$ cat src/nvac_pkg.sv
// package: register map, field layout and timing counts of the nv access block
package nvac_pkg;

	// ----------------------------------------------------------------
	// register indices and byte addresses (byte address = 4 * index)
	// ----------------------------------------------------------------
	localparam logic [7:0]  NVAC_IDX_CTRL   = 8'h3F;
	localparam logic [7:0]  NVAC_IDX_DATA   = 8'h40;
	localparam logic [7:0]  NVAC_IDX_ADRL   = 8'h41;
	localparam logic [7:0]  NVAC_IDX_ADRH   = 8'h42;
	localparam logic [7:0]  NVAC_IDX_STAT   = 8'h43;
	localparam logic [7:0]  NVAC_IDX_NONE   = 8'h00;
	localparam logic [21:0] NVAC_HI_ZERO    = 22'h000000;

	// ----------------------------------------------------------------
	// nv_access_control field positions
	// ----------------------------------------------------------------
	localparam int NVAC_B_READ   = 0;
	localparam int NVAC_B_STROBE = 1;
	localparam int NVAC_B_ARM    = 2;
	localparam int NVAC_B_IRQEN  = 3;
	localparam int NVAC_B_MODE0  = 4;
	localparam int NVAC_B_MODE1  = 5;

	// status register field positions
	localparam int NVAC_S_BUSY   = 0;
	localparam int NVAC_S_SPA    = 1;
	localparam int NVAC_S_IRQ    = 2;

	// ----------------------------------------------------------------
	// program modes
	// ----------------------------------------------------------------
	localparam logic [1:0] NVAC_MODE_ATOMIC = 2'h0;
	localparam logic [1:0] NVAC_MODE_ERASE  = 2'h1;
	localparam logic [1:0] NVAC_MODE_WRITE  = 2'h2;
	localparam logic [1:0] NVAC_MODE_RSVD   = 2'h3;

	// ----------------------------------------------------------------
	// reset values and timing counts
	// ----------------------------------------------------------------
	localparam logic [1:0]  NVAC_MODE_RST   = 2'h0;
	localparam logic [7:0]  NVAC_DATA_RST   = 8'h00;
	localparam logic [9:0]  NVAC_ADDR_RST   = 10'h000;
	localparam logic [2:0]  NVAC_ARM_WIN    = 3'h4;
	localparam logic [2:0]  NVAC_STALL_PROG = 3'h2;
	localparam logic [2:0]  NVAC_STALL_READ = 3'h4;
	// oscillator cycles for one program operation
	localparam int unsigned NVAC_RC_FULL_DEF  = 26368;
	localparam int unsigned NVAC_RC_SPLIT_DEF = 13184;
	localparam int unsigned NVAC_PROG_TIME_US = 3300;

endpackage

$ cat src/nvac_prog_engine.sv
// program engine: mode field, oscillator timed operation, latched target
`timescale 1ns/1ps
module nvac_prog_engine import nvac_pkg::*; #(
	parameter int unsigned RC_FULL  = NVAC_RC_FULL_DEF,
	parameter int unsigned RC_SPLIT = NVAC_RC_SPLIT_DEF
) (
	input  wire logic       hclk,
	input  wire logic       por_n,
	input  wire logic       sys_rst_n,
	input  wire logic       rc_rise,
	input  wire logic       start,
	input  wire logic       mode_wr,
	input  wire logic [1:0] mode_wdata,
	input  wire logic [9:0] op_addr_in,
	input  wire logic [7:0] op_data_in,
	output logic            busy,
	output logic [1:0]      mode,
	output logic [9:0]      op_addr,
	output logic [7:0]      op_data,
	output logic            arr_erase,
	output logic            arr_write
);

	typedef struct packed {
		logic        busy;
		logic        done;
		logic [1:0]  mode;
		logic [14:0] cnt;
		logic [9:0]  addr;
		logic [7:0]  data;
	} nvac_eng_t;

	nvac_eng_t  r;
	nvac_eng_t  nxt_r;
	logic [1:0] eff_mode;
	logic [14:0] last_cnt;

	// ----------------------------------------------------------------
	// mode update, start, oscillator count and completion
	// ----------------------------------------------------------------
	always_comb begin
		nxt_r      = r;
		nxt_r.done = 1'b0;
		eff_mode   = mode_wr ? mode_wdata : r.mode;
		// [RL1] duration per mode, from the frozen mode of the operation
		last_cnt   = (r.mode == NVAC_MODE_ATOMIC) ?
		             15'(RC_FULL - 1) : 15'(RC_SPLIT - 1);
		if (!r.busy) begin
			// [RL2] mode frozen while busy
			if (mode_wr) begin
				nxt_r.mode = mode_wdata;
			end
			// [RL19] reserved mode does nothing
			if (start && eff_mode != NVAC_MODE_RSVD) begin
				nxt_r.busy = 1'b1;
				nxt_r.cnt  = '0;
				nxt_r.addr = op_addr_in;
				nxt_r.data = op_data_in;
			end
			// [RL3] mode cleared by idle system reset
			if (!sys_rst_n) begin
				nxt_r.mode = NVAC_MODE_RST;
			end
		end else if (rc_rise) begin
			// [RL16] timed on oscillator cycles
			if (r.cnt == last_cnt) begin
				// [RL12] strobe clears when done
				nxt_r.busy = 1'b0;
				nxt_r.done = 1'b1;
			end else begin
				nxt_r.cnt = r.cnt + 15'h0001;
			end
		end
	end

	// [RL20] only power-on reset stops a running operation
	always_ff @(posedge hclk or negedge por_n) begin
		if (!por_n) begin
			r <= '0;
		end else begin
			r <= nxt_r;
		end
	end

	assign busy      = r.busy;
	assign mode      = r.mode;
	assign op_addr   = r.addr;
	assign op_data   = r.data;
	assign arr_erase = r.done & (r.mode != NVAC_MODE_WRITE);
	assign arr_write = r.done & (r.mode != NVAC_MODE_ERASE);

	// ----------------------------------------------------------------
	// checks
	// ----------------------------------------------------------------
	// [RL2] mode stable
	mode_hold_a: assert property (@(posedge hclk) disable iff (!por_n) // RL2
		r.busy |=> $stable(r.mode))
		else $error("mode changed during programming");
	// [RL19] reserved
	rsvd_noop_a: assert property (@(posedge hclk) disable iff (!por_n) // RL19
		(start && !r.busy && eff_mode == NVAC_MODE_RSVD) |=> !r.busy)
		else $error("reserved mode started an operation");
	// [RL3] reset clear
	mode_reset_a: assert property (@(posedge hclk) disable iff (!por_n) // RL3
		(!sys_rst_n && !r.busy && !start) |=> r.mode == NVAC_MODE_RST)
		else $error("mode not cleared by idle reset");
	// [RL12] done ends busy
	done_clear_a: assert property (@(posedge hclk) disable iff (!por_n) // RL12
		r.done |-> !r.busy && $past(r.busy))
		else $error("completion without preceding busy");

endmodule

$ cat src/nvac_sync3.sv
// three-stage synchroniser with agreement filter and rising edge pulse
`timescale 1ns/1ps
module nvac_sync3 (
	input  wire logic clk,
	input  wire logic rst_n,
	input  wire logic din,
	output logic      rise
);

	typedef struct packed {
		logic [2:0] s;
		logic       lvl;
	} nvac_sync_t;

	nvac_sync_t r;
	nvac_sync_t nxt_r;

	// ----------------------------------------------------------------
	// shift chain, level accepted once stages two and three agree
	// ----------------------------------------------------------------
	always_comb begin
		nxt_r   = r;
		nxt_r.s = {r.s[1:0], din};
		if (r.s[1] == r.s[2]) begin
			nxt_r.lvl = r.s[2];
		end
	end

	always_ff @(posedge clk or negedge rst_n) begin
		if (!rst_n) begin
			r <= '0;
		end else begin
			r <= nxt_r;
		end
	end

	// one pulse per accepted low to high change
	assign rise = r.s[1] & r.s[2] & ~r.lvl;

endmodule

$ cat src/nvac_top.sv
// nv byte access control: AHB-Lite registers, arm window, stalls, irq
//
// The AHB-Lite register port and the placing of the registers are this design's own decisions.
`timescale 1ns/1ps
// Operation
// [RL1] mode 00 erase plus write, 01 erase only, 10 write only
// [RL2] mode field writes ignored while program strobe is set
// [RL3] reset clears mode to 00 unless programming is in progress
// [RL4] ready irq needs its enable and the global interrupt enable
// [RL5] ready irq held while strobe clear, never during write or flash
// [RL6] strobe starts programming only within four cycles of arming
// [RL7] strobe with arm clear does nothing
// [RL8] hardware clears the arm bit four cycles after it is set
// [RL9] software waits idle, arms with strobe zero, then strobes
// [RL10] no programming while flash self-programming is active
// [RL11] software keeps interrupts off during the write sequence
// [RL12] hardware clears the strobe when programming time has elapsed
// [RL13] program start stalls the cpu for two cycles
// [RL14] read strobe loads data at once and stalls four cycles
// [RL15] reads and address changes blocked during a write
// [RL16] programming timed by oscillator, 26368 cycles for a full write
// [RL17] address selects one of 1024 bytes, 0 to 1023
// [RL18] data register holds write byte and receives read byte
// [RL19] reserved mode 11 does nothing and clears the strobe
// [RL20] running operation completes through reset, mode kept
module nvac_top import nvac_pkg::*; #(
	parameter int unsigned RC_FULL  = NVAC_RC_FULL_DEF,
	parameter int unsigned RC_SPLIT = NVAC_RC_SPLIT_DEF
) (
	input  wire logic        hclk,
	input  wire logic        hresetn,
	input  wire logic        por_n,
	input  wire logic        hsel,
	input  wire logic [31:0] haddr,
	input  wire logic [1:0]  htrans,
	input  wire logic        hwrite,
	input  wire logic [2:0]  hsize,
	input  wire logic [31:0] hwdata,
	input  wire logic        hready,
	output logic             hreadyout,
	output logic             hresp,
	output logic [31:0]      hrdata,
	input  wire logic        rc_osc,
	input  wire logic        self_program_active,
	input  wire logic        global_irq_enable,
	output logic [9:0]       arr_addr,
	output logic [7:0]       arr_wdata,
	input  wire logic [7:0]  arr_rdata,
	output logic             arr_erase,
	output logic             arr_write,
	output logic             ready_irq,
	output logic             cpu_stall
);

	typedef struct packed {
		logic        dwr;
		logic [7:0]  widx;
		logic [31:0] rdata;
		logic        irq_en;
		logic        arm;
		logic [2:0]  arm_cnt;
		logic [9:0]  addr;
		logic [7:0]  data;
		logic [2:0]  stall;
	} nvac_main_t;

	nvac_main_t r;
	nvac_main_t nxt_r;

	logic       rc_rise;
	logic       busy;
	logic [1:0] mode;
	logic [9:0] op_addr;
	logic [7:0] op_data;
	logic       start;
	logic       mode_wr;
	logic       rd_go;
	logic       addr_ok;
	logic [7:0] aidx;

	// ----------------------------------------------------------------
	// helpers
	// ----------------------------------------------------------------
	// map a bus address to a register index, or none
	function automatic logic [7:0] reg_sel(input logic [31:0] a);
		logic [7:0] i;
		i = a[9:2];
		if (a[31:10] != NVAC_HI_ZERO) begin
			return NVAC_IDX_NONE;
		end
		if (i >= NVAC_IDX_CTRL && i <= NVAC_IDX_STAT) begin
			return i;
		end
		return NVAC_IDX_NONE;
	endfunction

	// ----------------------------------------------------------------
	// submodules
	// ----------------------------------------------------------------
	nvac_sync3 u_rc_sync (
		.clk   (hclk),
		.rst_n (por_n),
		.din   (rc_osc),
		.rise  (rc_rise)
	);

	nvac_prog_engine #(
		.RC_FULL  (RC_FULL),
		.RC_SPLIT (RC_SPLIT)
	) u_engine (
		.hclk       (hclk),
		.por_n      (por_n),
		.sys_rst_n  (hresetn),
		.rc_rise    (rc_rise),
		.start      (start),
		.mode_wr    (mode_wr),
		.mode_wdata (hwdata[NVAC_B_MODE1:NVAC_B_MODE0]),
		.op_addr_in (r.addr),
		.op_data_in (r.data),
		.busy       (busy),
		.mode       (mode),
		.op_addr    (op_addr),
		.op_data    (op_data),
		.arr_erase  (arr_erase),
		.arr_write  (arr_write)
	);

	// ----------------------------------------------------------------
	// bus slave and register side
	// ----------------------------------------------------------------
	always_comb begin
		nxt_r   = r;
		start   = 1'b0;
		mode_wr = 1'b0;
		rd_go   = 1'b0;
		addr_ok = hsel & htrans[1] & hready;
		aidx    = reg_sel(haddr);
		nxt_r.dwr = 1'b0;
		// [RL8] arm times out after four cycles
		if (r.arm) begin
			nxt_r.arm_cnt = r.arm_cnt - 3'h1;
			if (r.arm_cnt == 3'h1) begin
				nxt_r.arm = 1'b0;
			end
		end
		if (r.stall != 3'h0) begin
			nxt_r.stall = r.stall - 3'h1;
		end
		// write data phase commit
		if (r.dwr) begin
			unique case (r.widx)
				NVAC_IDX_CTRL: begin
					mode_wr      = 1'b1;
					nxt_r.irq_en = hwdata[NVAC_B_IRQEN];
					if (hwdata[NVAC_B_ARM]) begin
						nxt_r.arm     = 1'b1;
						nxt_r.arm_cnt = NVAC_ARM_WIN;
					end
					// [RL6] [RL7] [RL10] start needs arm, idle, no flash
					if (hwdata[NVAC_B_STROBE] && r.arm && !busy &&
					    !self_program_active) begin
						start = 1'b1;
						// [RL13] two stall cycles
						nxt_r.stall = NVAC_STALL_PROG;
					end
					// [RL14] read loads data at once
					if (hwdata[NVAC_B_READ] && !busy) begin
						rd_go       = 1'b1;
						nxt_r.data  = arr_rdata;
						nxt_r.stall = NVAC_STALL_READ;
					end
				end
				// [RL18] write byte, locked while busy
				NVAC_IDX_DATA: begin
					if (!busy) begin
						nxt_r.data = hwdata[7:0];
					end
				end
				// [RL15] address locked while busy
				NVAC_IDX_ADRL: begin
					if (!busy) begin
						nxt_r.addr[7:0] = hwdata[7:0];
					end
				end
				// [RL17] ten address bits
				NVAC_IDX_ADRH: begin
					if (!busy) begin
						nxt_r.addr[9:8] = hwdata[1:0];
					end
				end
				default: ;
			endcase
		end
		// address phase: writes wait one cycle, reads answer next
		if (addr_ok) begin
			if (hwrite) begin
				nxt_r.dwr  = 1'b1;
				nxt_r.widx = aidx;
			end else begin
				nxt_r.rdata = 32'h00000000;
				unique case (aidx)
					NVAC_IDX_CTRL: begin
						nxt_r.rdata[NVAC_B_MODE1:NVAC_B_MODE0] = mode;
						nxt_r.rdata[NVAC_B_IRQEN]  = r.irq_en;
						nxt_r.rdata[NVAC_B_ARM]    = r.arm;
						nxt_r.rdata[NVAC_B_STROBE] = busy;
					end
					NVAC_IDX_DATA: nxt_r.rdata[7:0] = r.data;
					NVAC_IDX_ADRL: nxt_r.rdata[7:0] = r.addr[7:0];
					NVAC_IDX_ADRH: nxt_r.rdata[1:0] = r.addr[9:8];
					NVAC_IDX_STAT: begin
						nxt_r.rdata[NVAC_S_BUSY] = busy;
						nxt_r.rdata[NVAC_S_SPA]  = self_program_active;
						nxt_r.rdata[NVAC_S_IRQ]  = ready_irq;
					end
					default: ;
				endcase
			end
		end
	end

	// register state
	always_ff @(posedge hclk or negedge hresetn) begin
		if (!hresetn) begin
			r         <= '0;
			r.widx    <= NVAC_IDX_NONE;
			r.addr    <= NVAC_ADDR_RST;
			r.data    <= NVAC_DATA_RST;
		end else begin
			r <= nxt_r;
		end
	end

	// ----------------------------------------------------------------
	// outputs
	// ----------------------------------------------------------------
	// stall by holding the bus: write wait state plus cpu halt cycles
	assign hreadyout = ~r.dwr & (r.stall == 3'h0);
	assign hresp     = 1'b0;
	assign hrdata    = r.rdata;
	assign cpu_stall = ~hreadyout;
	// latched target through the completion pulse, so a reset that
	// clears the address register cannot redirect the final store
	assign arr_addr  = (busy | arr_erase | arr_write) ? op_addr : r.addr;
	assign arr_wdata = op_data;
	// [RL4] [RL5] level request, blocked by write or flash
	assign ready_irq = r.irq_en & global_irq_enable & ~busy &
	                   ~self_program_active;

	// ----------------------------------------------------------------
	// checks
	// ----------------------------------------------------------------
	// [RL4] enable gating
	irq_enable_a: assert property (@(posedge hclk) disable iff (!hresetn) // RL4
		(!r.irq_en || !global_irq_enable) |-> !ready_irq)
		else $error("ready irq without its enables");
	// [RL5] raised at completion
	irq_level_a: assert property (@(posedge hclk) disable iff (!hresetn) // RL5
		(r.irq_en && global_irq_enable && !self_program_active &&
		 $fell(busy)) |-> ready_irq)
		else $error("ready irq missing after completion");
	// [RL5] not during write
	irq_busy_a: assert property (@(posedge hclk) disable iff (!hresetn) // RL5
		busy |-> !ready_irq)
		else $error("ready irq during programming");
	// [RL7] arm required
	strobe_arm_a: assert property (@(posedge hclk) disable iff (!hresetn) // RL7
		start |-> r.arm && r.arm_cnt != 3'h0)
		else $error("program started without arm");
	// [RL8] arm window length
	arm_window_a: assert property (@(posedge hclk) disable iff (!hresetn) // RL8
		$rose(r.arm) |-> r.arm[*4])
		else $error("arm bit cleared too early");
	// [RL8] arm expiry
	arm_expire_a: assert property (@(posedge hclk) disable iff (!hresetn) // RL8
		(r.arm && r.arm_cnt == 3'h1 && !(r.dwr && r.widx == NVAC_IDX_CTRL))
		|=> !r.arm)
		else $error("arm bit not cleared after four cycles");
	// [RL10] flash interlock
	spm_block_a: assert property (@(posedge hclk) disable iff (!hresetn) // RL10
		self_program_active |-> !start)
		else $error("program started during flash write");
	// [RL13] program stall
	prog_stall_a: assert property (@(posedge hclk) disable iff (!hresetn) // RL13
		(start && !rd_go) |=> !hreadyout[*2] ##1 hreadyout)
		else $error("program stall not two cycles");
	// [RL14] read stall and data
	read_stall_a: assert property (@(posedge hclk) disable iff (!hresetn) // RL14
		rd_go |=> r.data == $past(arr_rdata) ##0 !hreadyout[*4]
		##1 hreadyout)
		else $error("read stall not four cycles");
	// [RL15] address lock
	addr_lock_a: assert property (@(posedge hclk) disable iff (!hresetn) // RL15
		(busy && $past(busy)) |-> $stable(r.addr) && !rd_go)
		else $error("address changed during programming");

endmodule

$ cat config.mk
export PLATFORM = sky130hd
export DESIGN_NAME = nvac_top
export DESIGN_NICKNAME = d
export VERILOG_FILES = /design/src/nvac_pkg.sv /design/src/nvac_prog_engine.sv /design/src/nvac_sync3.sv /design/src/nvac_top.sv
export SDC_FILE = /design/constraint.sdc
export NUM_CORES = 1
export LEC_CHECK = 0
export ABC_CLOCK_PERIOD_IN_PS = 3010
export BUFFER_PORTS_ARGS = -buffer_cell sky130_fd_sc_hd__clkbuf_2
export CORE_UTILIZATION = 52
export CTS_CLUSTER_SIZE = 20
export DETAILED_ROUTE_END_ITERATION = 16
export GPL_ROUTABILITY_DRIVEN = 0
export PLACE_DENSITY = 0.84
export SLEW_MARGIN = 10
export SYNTH_ARGS = -nofsm -noshare
export SYNTH_HDL_FRONTEND = slang
export SYNTH_SLANG_ARGS = --single-unit
$ cat constraint.sdc
create_clock -name hclk -period 3.01 [get_ports hclk]
set_clock_uncertainty 0.2 [all_clocks]
set_input_delay 0.4515 -clock hclk [delete_from_list [all_inputs] [get_ports hclk]]
set_output_delay 0.4515 -clock hclk [all_outputs]
set_load 0.005 [all_outputs]
==> impl_metrics.toml <==
[outcome]
outcome = "completed"

[flow_run]
max_cap_viol_count = 0

[global_route]
grt_pass1_vias = 3568
routing_usage_on_met1_pct = 31.4
globalRoute.totalOverflow = 0
met2_usage_pct = 42.8
grt_pass1_wl_um = 17300
met3_usage_pct = 4.58
global_route.usage.total_pct = 24.9
antenna_found_initial = 0
maximum_number_of_pins_on_one_net_before_global_route_repair = 44
busiest_layer = "met2"

[timing]
max_slew.worst_pin.slew_ns = 1.08
time_the_worst_path_needs_with_i_o_delays_and_setup_ns = 2.52
final_min_period_over_clock_period_pct = 83.8
finalSetupViolCount = 0
tns_ns = 0
max_clock_freq_mhz = 396
finalHoldViolCount = 0
relSlewSlack_pct = 28.0
unrepaired_setup_endpoints_after_global_routing = "false"
number_of_pins_with_negative_max_slew_slack_in_the_final_report = 0

[detailed_routing]
first_pass_iters = 4
vias_per_cell = 5.85
antenna_left = 0
drt-total-wl_um = 10600
routed_wire_length_per_instance_um = 16.9
vias = 3687
drc_errors = 0
detail_route.iter0.violations = 268

[placement]
numPlacedInstances = 614
portBuffers = 86
dpl.hpwl_um = 7710

[clocking]
h_tree_level_count = 3
cts-root-buf = "sky130_fd_sc_hd__clkbuf_8"
clk_pin_slew_worst_paths_ns = 0.09
cts_inserted_buffers = 9
tritoncts = "built"
cts_setup_buffers = 0
cts.sinks = 84
worst_skew_pair.late_latency_ns = 0.36
max-clock-path-buffers = 2

[worst_setup_path]
req_time_crit_path_ns = 3.08
cp.depth = 5
worstSetupEndpointType = "flop"
worst_path_cell_chain = "or4_1 > or4_1 > a21oi_4 > nor2_1 > a31oi_1"
worst_r2r_startpoint = "r[61]$_DFFE_PN0P_"
critPathTopFamily = "simple AND/OR/NAND/NOR gates"
critical_path.startpoint = "r[61]$_DFFE_PN0P_"
worst_path_max_delay_cell = "sky130_fd_sc_hd__or4_1"
path_common_cell = "sky130_fd_sc_hd__or4_1"
reg2reg_setup_slack_ns = 0.49
timing.critical_path.slowest_cell_delay_ns = 0.63
worst_r2r_path_depth = 5
worst_ep_arrival_time_ns = 2.60
critical_path_type = "reg -> reg"
cp.buffers_inverters = 0
worst_r2r_endpoint = "r[9]$_DFFE_PN0P_"
cp-endpoint = "r[9]$_DFFE_PN0P_"
worstSetupStartpointType = "flop"
worst-path-max-fanout = 16

[floorplan]
die_area_um2 = 9240
die-width_um = 96.1
io_pins = 142
std_cell_rows = 33
core_region_area_um2 = 8380
initial_utilization_pct = 54.9
die_y_um = 96.1

[layout]
fillCellCount = 702
layout.cells.most_common = "sky130_fd_sc_hd__clkbuf_2"
final_cell_count_no_fill = 630
layout_common_cells = "sky130_fd_sc_hd__clkbuf_2, sky130_fd_sc_hd__dfrtp_1, sky130_fd_sc_hd__nand2_1, sky130_fd_sc_hd__mux2_2, sky130_fd_sc_hd__conb_1"
share_of_final_layout_standard_cells_stronger_than_drive_strength_1_pct = 30.1
nets = 613
area.growth.synth_to_final_pct = 12.4
antennaDiodeCount = 0

[synth]
syn-cell-area_um2 = 4610
synth.lib_cells_used.distinct = 59
synth_enable_flop_cells = 0
postSynthCellCount = 450
yosysSeqAreaShare_pct = 45.6
yosysWarningCount = 0
postSynth.topFlopCell = "sky130_fd_sc_hd__dfrtp_1"
postSynthRegisterBits = 84
ys_async_sr_fraction_pct = 100
avgSynthCellArea_um2 = 10.2

[pwr]
p_total_mw = 2.57
vdd_ir_drop_max_mv = 0.357
power.density_cell_area_nw_per_um2 = 496
p_leak_nw = 2.47

[min_path]
hold_class = "in -> async"
-- synth_stat cells (5+ instances only) --
cell	number	area share, %
sky130_fd_sc_hd__a21oi_1	19	2.1
sky130_fd_sc_hd__buf_4	42	6.8
sky130_fd_sc_hd__nand3_1	14	1.5
sky130_fd_sc_hd__nand4_1	7	0.95
sky130_fd_sc_hd__clkbuf_1	13	1.1
sky130_fd_sc_hd__dfrtp_1	84	46
sky130_fd_sc_hd__o31ai_1	18	2.9
sky130_fd_sc_hd__mux2_4	8	2.6
sky130_fd_sc_hd__inv_1	15	1.2
sky130_fd_sc_hd__nor4_1	8	1.1
sky130_fd_sc_hd__o21ai_0	11	1.2
sky130_fd_sc_hd__nor3_1	5	0.54
sky130_fd_sc_hd__nor2_1	15	1.2
sky130_fd_sc_hd__or4_1	12	2.0
sky130_fd_sc_hd__nand2_1	52	4.2
sky130_fd_sc_hd__and2_1	8	1.1
sky130_fd_sc_hd__ha_1	6	1.6
sky130_fd_sc_hd__a31oi_1	9	1.2
sky130_fd_sc_hd__mux2_2	32	7.8
-- through the flow --
step | worst slack (ns) | util (%) | area (um^2) | hold WS [ns]
after detailed placement | 0.566 | 58.8 | 4930 | 0.136
after CTS | 0.491 | 61.8 | 5180 | 0.0297
final | 0.488 | 61.8 | 5180 | 0.0259
after floorplan | 0.659 | - | 4700 | -0.0441
after global routing | 0.407 | 61.8 | 5180 | 0.0633
after global placement | 0.597 | 58.8 | 4930 | 0.135
-- worst register-to-register path: stages (launching register included) --
cell                      delay [ns]
sky130_fd_sc_hd__dfrtp_1        0.40
sky130_fd_sc_hd__or4_1          0.51
sky130_fd_sc_hd__or4_1          0.63
sky130_fd_sc_hd__a21oi_4        0.45
sky130_fd_sc_hd__nor2_1         0.09
sky130_fd_sc_hd__a31oi_1        0.18
-- flip-flops by register name, indices dropped and copies added (netlist names) --
register	flops
u_rc_sync.r	2
r	35
u_rc_sync.nxt_r	2
u_engine.busy	1
u_engine.mode	2
u_engine.op_addr	10
hrdata	8
u_engine.op_data	8
u_engine.r	16
-- worst min path at each step --
stage          cells after the start                      endpoint  slack, ns                         start
2_1_floorplan                      0         hrdata[0]$_DFFE_PN0P_      -0.04                       hresetn
3_3_place_gp                       0  u_rc_sync.nxt_r[3]$_DFF_PN0_       0.14  u_rc_sync.nxt_r[2]$_DFF_PN0_
3_5_place_dp                       0  u_rc_sync.nxt_r[3]$_DFF_PN0_       0.14  u_rc_sync.nxt_r[2]$_DFF_PN0_
4_1_cts                            2             r[16]$_DFFE_PN0P_       0.03                       hresetn
5_1_grt                            2         hrdata[4]$_DFFE_PN0P_       0.06                       hresetn
6_report                           2         hrdata[2]$_DFFE_PN0P_       0.03                       hresetn
-- repair_timing --
action,in CTS,in global routing
hold endpoints to repair,1,0
hold buffers,1,0
resized for setup,0,0
-- logic make-up (layout without fill, tap and decap cells) --
family          after synthesis  count (layout)  synth area share, %
simple gates                157             157                 18.9
flops                        84              84                 45.6
compound gates               81              81                 12.1
buf+inv                      75             126                 9.81
mux                          43              43                 11.4
fa+ha+maj                     6               6                 1.63
xor+xnor                      3               3                0.571
other cells                   1              25               0.0814
-- power breakdown --
part / switching (mW) / internal, mW
Combinational: 0.168 / 0.141
Clock: 0.411 / 0.548
Sequential: 0.0963 / 1.21
-- area by class of cell --
cell class | count | area [um^2] | share of cell area, %
Multi-Input combinational cell | 315 | 2140 | 41.4
Sequential cell | 84 | 2100 | 40.6
Timing Repair Buffer | 96 | 508 | 9.81
Tap cell | 105 | 131 | 2.54
Clock buffer | 9 | 124 | 2.39
Clock inverter | 6 | 114 | 2.20
Inverter | 15 | 56.3 | 1.09
-- routing by layer --
layer	share of wire [%]	routed length (um)
met2	51	5400
met3	5.8	614
met1	41	4390
met4	2.2	231
met5	0	0
(Power assumes the default switching activity.)
